### src/hdl/efh_pkg.sv
// Shared constants and types for the event flag handler
package efh_pkg;

  // ==========================================================
  // Sizes
  localparam int NUM_EVENTS = 8;
  localparam int LEVEL_SIZE = 4;
  localparam int DATA_W     = 32;
  localparam int REG_W      = 8;

  // ==========================================================
  // Register byte offsets
  localparam logic [4:0] OFS_EVENT_FLAGS   = 5'h00;
  localparam logic [4:0] OFS_EVENT_ENABLE  = 5'h04;
  localparam logic [4:0] OFS_EVENT_TOPCODE = 5'h08;
  localparam logic [4:0] OFS_EVENT_SUMMARY = 5'h0C;
  localparam logic [4:0] OFS_IRQ_STATUS    = 5'h10;
  localparam logic [4:0] OFS_IRQ_MASK      = 5'h14;

  // ==========================================================
  // Reset values and field positions
  localparam logic [7:0] RST_EVENT_FLAGS  = 8'h00;
  localparam logic [7:0] RST_EVENT_ENABLE = 8'h00;
  localparam logic [7:0] RST_IRQ_STATUS   = 8'h00;
  localparam logic [7:0] RST_IRQ_MASK     = 8'h00;
  localparam logic [7:0] TOP_CODE_NONE    = 8'hFF;
  localparam int         SUM_HIGH_BIT     = 1;
  localparam int         SUM_LOW_BIT      = 0;
  localparam int         PIN_ZERO_EVENT   = 0;
  localparam int         PIN_ONE_EVENT    = 4;

  // ==========================================================
  // Per-event latch state
  typedef struct packed {
    logic sync1;
    logic sync2;
    logic prev;
    logic flag;
  } efh_bit_state_t;

  // Register file and output state
  typedef struct packed {
    logic [7:0]  enable;
    logic [7:0]  irq_status;
    logic [7:0]  irq_mask;
    logic [31:0] prdata;
    logic        pready;
    logic        pslverr;
    logic        core_a;
    logic        core_b;
    logic        irq;
  } efh_state_t;

endpackage

### src/hdl/efh_edge_latch.sv
// One event source: synchroniser, rising-edge detector and sticky flag
`timescale 1ns/1ps
module efh_edge_latch (
  // Clock and reset
  input  wire logic pclk,
  input  wire logic presetn,
  // Source and control
  input  wire logic src_async,
  input  wire logic enable,
  input  wire logic clear,
  // Result
  output logic      flag,
  output logic      set_pulse
);

  efh_pkg::efh_bit_state_t state_ff;
  efh_pkg::efh_bit_state_t nxt_state;
  logic                    rise;

  // ==========================================================
  // Next state: only sync2 and prev feed the edge detector
  always_comb
  begin
    nxt_state       = state_ff;
    nxt_state.sync1 = src_async;
    nxt_state.sync2 = state_ff.sync1;
    nxt_state.prev  = state_ff.sync2;
    rise            = state_ff.sync2 & ~state_ff.prev & enable;
    // Set beats a clear arriving in the same cycle
    nxt_state.flag  = rise | (state_ff.flag & ~clear);
  end

  // State register
  always_ff @(posedge pclk or negedge presetn)
  begin
    if (!presetn)
      state_ff <= '0;
    else
      state_ff <= nxt_state;
  end

  assign flag      = state_ff.flag;
  assign set_pulse = rise;

  // ==========================================================
  // Checks
  a_flag_sets: assert property (@(posedge pclk) disable iff (!presetn)
    rise |=> flag) else $error("flag missed an enabled rising edge");
  a_flag_gated: assert property (@(posedge pclk) disable iff (!presetn)
    (!enable && !flag) |=> !flag) else $error("flag set while disabled");
  a_flag_holds: assert property (@(posedge pclk) disable iff (!presetn)
    (flag && !clear) |=> flag) else $error("flag dropped without clear");

endmodule // efh_edge_latch

### src/hdl/efh_top.sv
// Event flag handler: eight latched events, two levels, APB registers
//
// The address map and the APB slave port are this design's own decisions.
`timescale 1ns/1ps
module efh_top #(
  parameter int NUM_EVENTS = efh_pkg::NUM_EVENTS,
  parameter int LEVEL_SIZE = efh_pkg::LEVEL_SIZE
) (
  // Clock and reset
  input  wire logic        pclk,
  input  wire logic        presetn,
  // APB slave
  input  wire logic        psel,
  input  wire logic        penable,
  input  wire logic        pwrite,
  input  wire logic [11:0] paddr,
  input  wire logic [31:0] pwdata,
  output logic      [31:0] prdata,
  output logic             pready,
  output logic             pslverr,
  // Peripheral event sources, asynchronous
  input  wire logic [7:0]  event_src,
  input  wire logic        input_port_pin_zero,
  input  wire logic        input_port_pin_one,
  // Core event inputs
  output logic             core_event_input_a,
  output logic             core_event_input_b,
  // Interrupt
  output logic             irq
);

  // ==========================================================
  // Elaboration checks
  if (NUM_EVENTS != 8)
    $error("efh_top serves exactly eight events");
  if (LEVEL_SIZE * 2 != NUM_EVENTS)
    $error("efh_top needs two levels of equal size");

  // ==========================================================
  // Declarations
  efh_pkg::efh_state_t state_ff;
  efh_pkg::efh_state_t nxt_state;
  logic [7:0]          src_merged;
  logic [7:0]          event_flags;
  logic [7:0]          set_pulse;
  logic [7:0]          flag_clear;
  logic [7:0]          top_code;
  logic [7:0]          summary;
  logic                high_level_pending;
  logic                low_level_pending;
  logic                setup_phase;
  logic                commit;
  logic                wr_commit;
  logic [4:0]          reg_ofs;
  logic                addr_hit;
  logic [7:0]          rd_value;

  // ==========================================================
  // Source merge: port pin requests join events zero and four
  always_comb
  begin
    src_merged                         = event_src;
    src_merged[efh_pkg::PIN_ZERO_EVENT] = event_src[efh_pkg::PIN_ZERO_EVENT]
                                          | input_port_pin_zero;
    src_merged[efh_pkg::PIN_ONE_EVENT]  = event_src[efh_pkg::PIN_ONE_EVENT]
                                          | input_port_pin_one;
  end

  // ==========================================================
  // Per-event latches
  for (genvar n = 0; n < NUM_EVENTS; n++)
  begin : g_event
    efh_edge_latch u_latch (
      .pclk      (pclk),
      .presetn   (presetn),
      .src_async (src_merged[n]),
      .enable    (state_ff.enable[n]),
      .clear     (flag_clear[n]),
      .flag      (event_flags[n]),
      .set_pulse (set_pulse[n])
    );
  end

  // ==========================================================
  // Bus phase decode
  assign setup_phase = psel & ~penable;
  assign commit      = psel & penable & state_ff.pready;
  assign wr_commit   = commit & pwrite;
  assign reg_ofs     = paddr[4:0];
  assign addr_hit    = (paddr[11:5] == 7'h00) && (paddr[1:0] == 2'h0)
                       && (reg_ofs <= efh_pkg::OFS_IRQ_MASK);

  // W1C on the flag register, zero bits leave flags alone
  assign flag_clear = (wr_commit && addr_hit && reg_ofs == efh_pkg::OFS_EVENT_FLAGS)
                      ? pwdata[7:0] : 8'h00;

  // ==========================================================
  // Level summary, taken from latched flags, never raw sources
  assign high_level_pending = |event_flags[7:4];
  assign low_level_pending  = |event_flags[3:0];

  always_comb
  begin
    summary                        = 8'h00;
    summary[efh_pkg::SUM_HIGH_BIT] = high_level_pending;
    summary[efh_pkg::SUM_LOW_BIT]  = low_level_pending;
  end

  // Highest set flag; later iterations override so the top index wins
  always_comb
  begin
    top_code = efh_pkg::TOP_CODE_NONE;
    for (int i = 0; i < NUM_EVENTS; i++)
    begin
      if (event_flags[i])
        top_code = 8'(i);
    end
  end

  // ==========================================================
  // Read mux; unmapped offsets read zero
  always_comb
  begin
    case (reg_ofs)
      efh_pkg::OFS_EVENT_FLAGS:   rd_value = event_flags;
      efh_pkg::OFS_EVENT_ENABLE:  rd_value = state_ff.enable;
      efh_pkg::OFS_EVENT_TOPCODE: rd_value = top_code;
      efh_pkg::OFS_EVENT_SUMMARY: rd_value = summary;
      efh_pkg::OFS_IRQ_STATUS:    rd_value = state_ff.irq_status;
      efh_pkg::OFS_IRQ_MASK:      rd_value = state_ff.irq_mask;
      default:                    rd_value = 8'h00;
    endcase
    if (!addr_hit)
      rd_value = 8'h00;
  end

  // ==========================================================
  // Next state of registers and outputs
  always_comb
  begin
    nxt_state = state_ff;

    // Zero-wait answer: ready is raised for the access after every setup
    nxt_state.pready = setup_phase;

    // Read data and error are captured in setup so outputs come from flops
    if (setup_phase)
    begin
      nxt_state.prdata  = {24'h000000, pwrite ? 8'h00 : rd_value};
      nxt_state.pslverr = ~addr_hit;
    end
    else if (commit)
    begin
      nxt_state.pslverr = 1'b0;
    end

    // Enable and mask registers
    if (wr_commit && addr_hit && reg_ofs == efh_pkg::OFS_EVENT_ENABLE)
      nxt_state.enable = pwdata[7:0];
    if (wr_commit && addr_hit && reg_ofs == efh_pkg::OFS_IRQ_MASK)
      nxt_state.irq_mask = pwdata[7:0];

    // Sticky interrupt status: a new set wins over a same-cycle clear
    if (wr_commit && addr_hit && reg_ofs == efh_pkg::OFS_IRQ_STATUS)
      nxt_state.irq_status = state_ff.irq_status & ~pwdata[7:0];
    nxt_state.irq_status = nxt_state.irq_status | set_pulse;

    // Core event inputs follow the two levels, one flop late
    nxt_state.core_a = high_level_pending;
    nxt_state.core_b = low_level_pending;

    // Level interrupt while any unmasked status bit stands
    nxt_state.irq = |(nxt_state.irq_status & nxt_state.irq_mask);
  end

  // State register
  always_ff @(posedge pclk or negedge presetn)
  begin
    if (!presetn)
    begin
      state_ff            <= '0;
      state_ff.enable     <= efh_pkg::RST_EVENT_ENABLE;
      state_ff.irq_status <= efh_pkg::RST_IRQ_STATUS;
      state_ff.irq_mask   <= efh_pkg::RST_IRQ_MASK;
    end
    else
    begin
      state_ff <= nxt_state;
    end
  end

  // ==========================================================
  // Outputs straight from flops
  assign prdata             = state_ff.prdata;
  assign pready             = state_ff.pready;
  assign pslverr            = state_ff.pslverr;
  assign core_event_input_a = state_ff.core_a;
  assign core_event_input_b = state_ff.core_b;
  assign irq                = state_ff.irq;

  // ==========================================================
  // Checks
  a_ready_after_setup: assert property (@(posedge pclk) disable iff (!presetn)
    (psel && !penable) |=> (pready ##1 !pready || (psel && !penable)))
    else $error("pready not one cycle after setup");

  a_core_high_level: assert property (@(posedge pclk) disable iff (!presetn)
    (|event_flags[7:4]) |=> core_event_input_a)
    else $error("high level not shown on core input a");

  a_core_low_level: assert property (@(posedge pclk) disable iff (!presetn)
    $fell(|event_flags[3:0]) |=> !core_event_input_b)
    else $error("low level stuck on core input b");

  a_flag_w1c: assert property (@(posedge pclk) disable iff (!presetn)
    (wr_commit && addr_hit && reg_ofs == efh_pkg::OFS_EVENT_FLAGS
     && pwdata[2] && !set_pulse[2]) |=> !event_flags[2])
    else $error("flag two not cleared by one");

  a_flag_w0_keeps: assert property (@(posedge pclk) disable iff (!presetn)
    (wr_commit && reg_ofs == efh_pkg::OFS_EVENT_FLAGS
     && !pwdata[6] && event_flags[6]) |=> event_flags[6])
    else $error("flag six cleared by zero");

  a_enable_write: assert property (@(posedge pclk) disable iff (!presetn)
    (wr_commit && addr_hit && reg_ofs == efh_pkg::OFS_EVENT_ENABLE)
    |=> state_ff.enable == $past(pwdata[7:0]))
    else $error("enable register not written");

  a_code_none: assert property (@(posedge pclk) disable iff (!presetn)
    (setup_phase && !pwrite && addr_hit && reg_ofs == efh_pkg::OFS_EVENT_TOPCODE
     && event_flags == 8'h00) |=> prdata == 32'h000000FF)
    else $error("code not all ones with no flag");

  a_code_top: assert property (@(posedge pclk) disable iff (!presetn)
    (setup_phase && !pwrite && addr_hit && reg_ofs == efh_pkg::OFS_EVENT_TOPCODE
     && event_flags[7]) |=> prdata == 32'h00000007)
    else $error("event seven did not win the code");

  a_summary_read: assert property (@(posedge pclk) disable iff (!presetn)
    (setup_phase && !pwrite && addr_hit && reg_ofs == efh_pkg::OFS_EVENT_SUMMARY)
    |=> prdata == {30'h00000000, $past(|event_flags[7:4]), $past(|event_flags[3:0])})
    else $error("summary read wrong");

  a_irq_level: assert property (@(posedge pclk) disable iff (!presetn)
    (|(state_ff.irq_status & state_ff.irq_mask)) |-> irq)
    else $error("irq low with unmasked status");

endmodule // efh_top

### config.mk
export PLATFORM = sky130hd
export DESIGN_NAME = efh_top
export DESIGN_NICKNAME = d
export VERILOG_FILES = /design/src/hdl/efh_pkg.sv /design/src/hdl/efh_edge_latch.sv /design/src/hdl/efh_top.sv
export SDC_FILE = /design/constraint.sdc
export NUM_CORES = 1
export LEC_CHECK = 0
export BUFFER_PORTS_ARGS = -buffer_cell sky130_fd_sc_hd__clkbuf_2
export CELL_PAD_IN_SITES_DETAIL_PLACEMENT = 2
export CELL_PAD_IN_SITES_GLOBAL_PLACEMENT = 2
export CORE_ASPECT_RATIO = 0.8
export CORE_MARGIN = 10
export CORE_UTILIZATION = 34
export CTS_BUF_LIST = sky130_fd_sc_hd__clkbuf_16
export DETAILED_ROUTE_END_ITERATION = 6
export MAX_ROUTING_LAYER = met4
export PLACE_DENSITY_LB_ADDON = 0.15
export SLEW_MARGIN = 0
export SYNTH_ARGS = -nofsm -noshare
export SYNTH_HDL_FRONTEND = slang
export SYNTH_SLANG_ARGS = --single-unit
### constraint.sdc
create_clock -name pclk -period 6.6 [get_ports pclk]
set_clock_uncertainty 0.2 [all_clocks]
set_input_delay 0.99 -clock pclk [delete_from_list [all_inputs] [get_ports pclk]]
set_output_delay 0.99 -clock pclk [all_outputs]
set_load 0.02 [all_outputs]
==> reports/qor.csv, run 1 <==
stage,metric,value,unit
status,outcome,"finished, final reports clean",
route,post-route ant nets,0,
sta,Final setup viols,0,
clocking,H-tree Lvls,3,
synth,"Async S/R FF share, synth",1.000,
route,Starting DRT DRC Count,84,
critical_path,critical path peak fanout,10,
clocking,CTS max path bufs,2,
route,# DRC,0,
grt,GRT Util Overall,0.1293,
grt,total global routing overflow,0,
floorplan,Rows,30,
power,Flop pwr share,0.472,
power,Pwr Density,261.9,nW/um^2
sta,post-route minimum period,3591,ps
sta,Least-Margin Pin Slew,1157,ps
critical_path,Worst Path Buf+Inv,1,
floorplan,die height,104.7,um
synth,synthesized area per cell,11.52,um^2
sta,RSZ-0062 raised after global routing,false,
floorplan,# IOs,96,
synth,Synth area leaders,"dfrtp_1, buf_4, mux2_2",
critical_path,"Arr. time, crit path",3570,ps
critical_path,startpoint type of the worst setup path,input port,
synth,Synth area leader,dfrtp_1,
critical_path,reg-to-reg startpoint,pready$_DFF_PN0_,
sta,fmax,278.5,MHz
synth,Yosys top cell area share,0.5658,
synth,sequential fraction of the synthesis area,0.5658,
clocking,CTS tree,done,
route,first-pass iteration count of the detailed router,4,
synth,Synth Instances,265,
floorplan,Core Region,8633,um^2
sta,Fin Setup TNS,0,ps
synth,"top cells by count, synth","dfrtp_1, buf_4, nand2_1, mux2_2, nor2_1",
final_layout,ANT cells,0,
critical_path,critical path capture point type,flip-flop,
route,vias per cell,4.960,
route,Post-Route WL,8031,um
clocking,clk slew on worst S/H paths,60,ps
power,Pwr Total,0.9225,mW
critical_path,CP max-delay cell,nor4b_4,
final_layout,Final #Nets,367,
synth,Mapped Area,3052,um^2
critical_path,slowest cell delay on critical path,770,ps
floorplan,Die Wd,125.9,um
flow_run,Max-cap violations,0,
floorplan,DIE AREA,13190,um^2
grt,vias in the first global route,2388,
critical_path,Setup crit start,paddr[3],
grt,initial antenna violation count,0,
grt,largest net degree at the start of global routing,70,
placed_design,GP Congestion,0.7355,
clocking,clk sinks,69,
final_layout,fillers,940,
synth,Synth cell types,40,
synth,Synth Register Bits,69,
final_layout,Area Growth Syn to Fin,15.42,%
synth,synth warn,0,
route,via count,2108,
sta,Final Cycle Share,0.5440,
synth,Post-synth EDFFs,0,
critical_path,cell family with most CP delay,simple AND/OR/NAND/NOR gates,
power,net switching power,0.2235,mW
clocking,CTS buffer count,9,
sta,Worst slew margin,0.2220,
power,Gate power share,0.054,
placed_design,number of port buffers,47,
grt,global-route wire length before repair,13320,um
floorplan,Initial Utilization,0.3535,
critical_path,critical path class,in -> reg,
power,leakage,1.845,nW
critical_path,required time of the critical path,6580,ps
power,VDD IR max,0.1123,mV
power,Clk pwr share,0.474,
placed_design,Post-DP HPWL,5826,um
sta,final max-slew violation count,0,
final_layout,layout cells sized above 1,0.2843,
critical_path,critical path cell sequence,"clkbuf_2, a211o_1, nor4b_4, and2_1, mux2_2, a22oi_1, nand4_1",
clocking,# Post-CTS Setup Buffers,0,
min_path,worst min path class,reg -> reg,
synth,cell with the most instances after synthesis,dfrtp_1,
synth,prevailing post-synth register cell,dfrtp_1,
power,Net Sw Frac,0.2423,
route,Routed wire per std cell,18.90,um
clocking,Skew-Pair Late Insertion Delay,330,ps
clocking,Clock Tree Root,clkbuf_16,
clocking,post-CTS sizing,0,
sta,"Hold Vio Cnt, Final",0,
power,Pint,0.6989,mW
min_path,HP Start,g_event[0].u_latch.nxt_state[2]$_DFF_PN0_,
clocking,"Hold-fix buffers, CTS",0,
==> final timing paths <==
kind	slack, ps	endpoint	cells past startpoint
min in group asynchronous	660	pslverr$_DFFE_PN0P_	2
worst min register to register	150	g_event[0].u_latch.nxt_state[1]$_DFF_PN0_	0
worst max-delay path	3010	irq$_DFF_PN0_	7
max in group asynchronous	4940	core_event_input_a$_DFF_PN0_	2
worst min-delay path	150	g_event[0].u_latch.nxt_state[1]$_DFF_PN0_	0
worst max register to register	3650	irq$_DFF_PN0_	6
==> cell type report <==
class	instances	area (um^2)	area share
clock buffer	9	225.2	0.06394
clock inverter	7	50.05	0.01421
inverter	4	15.01	0.004263
multi-input combinational	176	1122	0.3187
sequential	69	1727	0.4902
tap	112	140.1	0.03979
timing repair buffer	48	242.7	0.06892
==> cell usage in the layout (no fill, tap or decap), types with 2 or more instances in the layout <==
master	n
a22o_1	3
a21o_2	2
a221o_1	7
conb_1	24
and3b_1	2
a21oi_1	3
nand4_1	2
a22oi_1	3
clkinv_4	2
mux2i_1	7
nor2_1	17
nand3_1	8
o21ai_0	9
clkbuf_16	9
nand2_1	31
dfrtp_1	69
clkbuf_2	46
a21o_1	14
inv_1	4
nor4_1	5
mux2_2	17
clkinvlp_4	2
nor3_1	4
or2_2	2
==> layer usage <==
layer | vias up | wire [um] | track usage
li1 | 969 | - | -
met1 | 1075 | 3700 | 0.1567
met2 | 56 | 3832 | 0.2041
met3 | 8 | 428 | 0.04343
met4 | 0 | 70 | 0.02922
met5 | - | 0 | -
==> power by group through the flow <==
stage               clock (mW)  combinational [mW]  sequential, mW
global route             0.468              0.0562           0.436
CTS                      0.449              0.0506           0.435
floorplan                    0              0.0330           0.443
finish                   0.438              0.0500           0.435
global placement             0              0.0493           0.442
detailed placement           0              0.0504           0.443
==> flip-flops by register name (all words and copies together) (netlist names), 8 cells and up <==
name	cells
g_event.u_latch.state_ff	8
g_event.u_latch.nxt_state	16
state_ff	24
prdata	8
g_event.u_latch.flag	8
==> metrics by stage <==
| stage | worst slack [ps] | util | hold slack [ps] | instance area [um^2] | instances |
|---|---|---|---|---|---|
| after floorplan | 3523 | - | 131.2 | 3138 | 288 |
| after global placement | 2712 | 0.3761 | 134.2 | 3247 | 409 |
| after detailed placement | 2641 | 0.3761 | 137.3 | 3247 | 409 |
| after CTS | 2990 | 0.4080 | 151.0 | 3522 | 425 |
| after global routing | 2842 | 0.4080 | 157.0 | 3522 | 425 |
| final | 3009 | 0.4080 | 147.5 | 3522 | 425 |
==> cell families after synthesis <==
kind of cell,after synthesis,share of synthesized area
AND/OR/NAND/NOR,81,0.1353
flip-flops,69,0.5658
AO/OA/AOI/OAI,47,0.1173
buffers and inverters,43,0.09471
multiplexers,24,0.08569
other,1,0.001229
Power figures use the tool's default switching activity.
==> run 2: changes to the inputs <==
CORE_UTILIZATION = 32   (was 34)
clock period = 3.4 ns   (was 6.6 ns; I/O delays follow)
==> run 2 against run 1 <==
The flow now finishes with violations (negative hold slack). Global-route usage fell by 0.073 points. Clock-buffer cell count did not move. Design area rose by 1.3%. Via count fell by 0.24%. Core utilization fell by 2.0 points. Worst hold slack got worse by 160 ps. Critical path type unchanged. Critical endpoint unchanged. Largest cell class unchanged.
==> reports/qor.csv, run 2 (synthesis gave the netlist of run 1 again) <==
stage,metric,value,unit,change
floorplan,Initial Utilization,0.3320,,-0.02151
clocking,post-CTS sizing,0,,unchanged
grt,largest net degree at the start of global routing,70,,unchanged
final_layout,max reg flops,24,,unchanged
final_layout,fillers,991,,+5.4%
final_layout,final core occ,0.3882,,-0.01978
floorplan,Rows,31,,+3.3%
placed_design,Cell Count Post-Placement,417,,+2.0%
clocking,Skew-Pair Late Insertion Delay,340,ps,about the same
final_layout,Final #Nets,372,,+1.4%
floorplan,Die Wd,129.2,um,+2.6%
route,post-route ant nets,0,,unchanged
clocking,# Post-CTS Setup Buffers,0,,unchanged
sta,Final Cycle Share,0.6973,,
grt,M1 GR Usage,0.1601,,+0.003458
critical_path,startpoint type of the worst setup path,input port,,
route,Starting DRT DRC Count,103,,+23%
route,via count,2103,,-0.24%
flow_run,Max-cap violations,0,,unchanged
final_layout,Biggest register,state_ff,,
route,vias per cell,4.857,,-2.1%
critical_path,critical path capture point type,flip-flop,,
final_layout,"most common cell after layout, fill and taps aside",dfrtp_1,,
critical_path,slowest cell delay on critical path,370,ps,-400 ps
clocking,"Hold-fix buffers, CTS",0,,unchanged
min_path,worst min path class,in -> async,,
critical_path,CP max-delay cell,mux2_2,,
clocking,CTS tree,done,,
placed_design,GP Congestion,0.7417,,+0.84%
clocking,clk sinks,69,,unchanged
route,Post-Route WL,8178,um,+1.8%
grt,total global routing overflow,0,,unchanged
status,failing checks,negative hold slack,,
sta,fmax,421.8,MHz,
final_layout,layout cells sized above 1,0.2956,,+0.01125
critical_path,critical path peak fanout,8,,-2
grt,Global Route met3 Usage,0.04727,,+0.003833
power,VDD IR max,0.2844,mV,+150%
final_layout,ANT cells,0,,unchanged
clocking,Clock Tree Root,clkbuf_16,,
grt,Top Usage Layer GRT,met2,,
clocking,H-tree Lvls,3,,unchanged
sta,"Hold Vio Cnt, Final",12,,+12
critical_path,required time of the critical path,3400,ps,-3180 ps
final_layout,Layout Cells excl Fill,433,,+1.9%
floorplan,die height,107.3,um,+2.5%
sta,Worst slew margin,0.5507,,+0.3286
critical_path,"Arr. time, crit path",2370,ps,-1200 ps
floorplan,# IOs,96,,unchanged
route,# DRC,0,,unchanged
placed_design,number of port buffers,47,,unchanged
power,Pwr Density,499.6,nW/um^2,+91%
clocking,CTS max path bufs,2,,unchanged
clocking,CTS buffer count,9,,unchanged
floorplan,DIE AREA,13870,um^2,+5.1%
critical_path,critical path cell sequence,"clkbuf_2, a211o_1, nor4b_4, and2_1, buf_4, mux2_2, a22oi_1, nand4_1",,
status,outcome,finished with violations,,
grt,GRT Util Overall,0.1286,,-0.0007308
critical_path,Worst Path Buf+Inv,2,,+1
final_layout,Area Growth Syn to Fin,16.93,%,
power,leakage,1.875,nW,+1.6%
sta,final max-slew violation count,0,,unchanged
route,first-pass iteration count of the detailed router,4,,unchanged
sta,RSZ-0062 raised after global routing,false,,
critical_path,critical path class,in -> reg,,
grt,global-route wire length before repair,13140,um,-1.4%
critical_path,cell family with most CP delay,compound AO/OA/AOI/OAI gates,,
sta,Least-Margin Pin Slew,674.0,ps,-483.3 ps
route,Routed wire per std cell,18.89,um,about the same
power,Pwr Total,1.783,mW,+93%
final_layout,most frequent cells in the layout,"dfrtp_1, clkbuf_2, nand2_1",,
placed_design,Post-DP HPWL,5944,um,+2.0%
grt,initial antenna violation count,0,,unchanged
grt,met2 GRT Util,0.1862,,-0.01788
sta,post-route minimum period,2371,ps,
clocking,clk slew on worst S/H paths,60,ps,about the same
floorplan,Core Region,9193,um^2,+6.5%
grt,vias in the first global route,2315,,-3.1%
sta,hold_ws,-8.381,ps,-155.9 ps
sta,Final setup viols,0,,unchanged
sta,Fin Setup TNS,0,ps,unchanged
==> run 2: cell count changes in the layout (fill, tap and decap cells not counted) <==
cell	delta
buf_4	+4
clkinv_4	-1
clkinv_2	+2
buf_12	+1
inv_6	-1
==> run 2: final timing paths <==
check                                                     startpoint                                        end  slack [ps]  cells past startpoint
max reg2reg                        g_event[2].u_latch.flag$_DFF_PN0_                      prdata[4]$_DFFE_PN0P_        1120                      5
min                                                          presetn  g_event[2].u_latch.nxt_state[2]$_DFF_PN0_          -8                      2
min reg2reg                g_event[7].u_latch.nxt_state[2]$_DFF_PN0_  g_event[7].u_latch.nxt_state[1]$_DFF_PN0_         150                      0
min in group pclk                                       event_src[3]  g_event[3].u_latch.nxt_state[2]$_DFF_PN0_          80                      1
max in group asynchronous                                    presetn  g_event[6].u_latch.nxt_state[1]$_DFF_PN0_        2710                      2
max                                                         paddr[3]                              irq$_DFF_PN0_        1030                      8
==> run 2: layer usage <==
layer	routed length (um)	vias up	part of all wire
li1	-	981	-
met1	3781	1070	0.46
met2	3836	46	0.47
met3	497	6	0.061
met4	63	0	0.0077
met5	0	-	0
==> run 2: power breakdown <==
part           switching, mW  internal [mW]
sequential           0.00650          0.838
clock                  0.352          0.487
combinational         0.0722         0.0274
total                  0.430           1.35
==> run 2: worst reg2reg max path, delay by kind of cell (launching register included) <==
| family | cells | cell delay (ps) |
|---|---|---|
| and+or+nand+nor | 3 | 1220 |
| DFF | 1 | 440 |
| buffers and inverters | 1 | 140 |
| AOI/OAI and AO/OA | 1 | 230 |
==> run 2: through the flow <==
| step | setup WS (ps) | instance area, um^2 |
|---|---|---|
| 4_1_cts | 1002 | 3568 |
| 6_report | 1029 | 3568 |
| 2_1_floorplan | 803.2 | 3138 |
| 3_5_place_dp | 644.3 | 3301 |
| 5_1_grt | 704.6 | 3568 |
| 3_3_place_gp | 650.6 | 3301 |
==> run 2: cell type report <==
type / count / area [um^2] / area share
clock buffer: 9 / 225.2 / 0.06311
sequential: 69 / 1727 / 0.4839
inverter: 4 / 15.01 / 0.004208
multi-input combinational: 176 / 1122 / 0.3145
tap: 115 / 143.9 / 0.04032
timing repair buffer: 53 / 292.8 / 0.08205
clock inverter: 7 / 42.54 / 0.01192
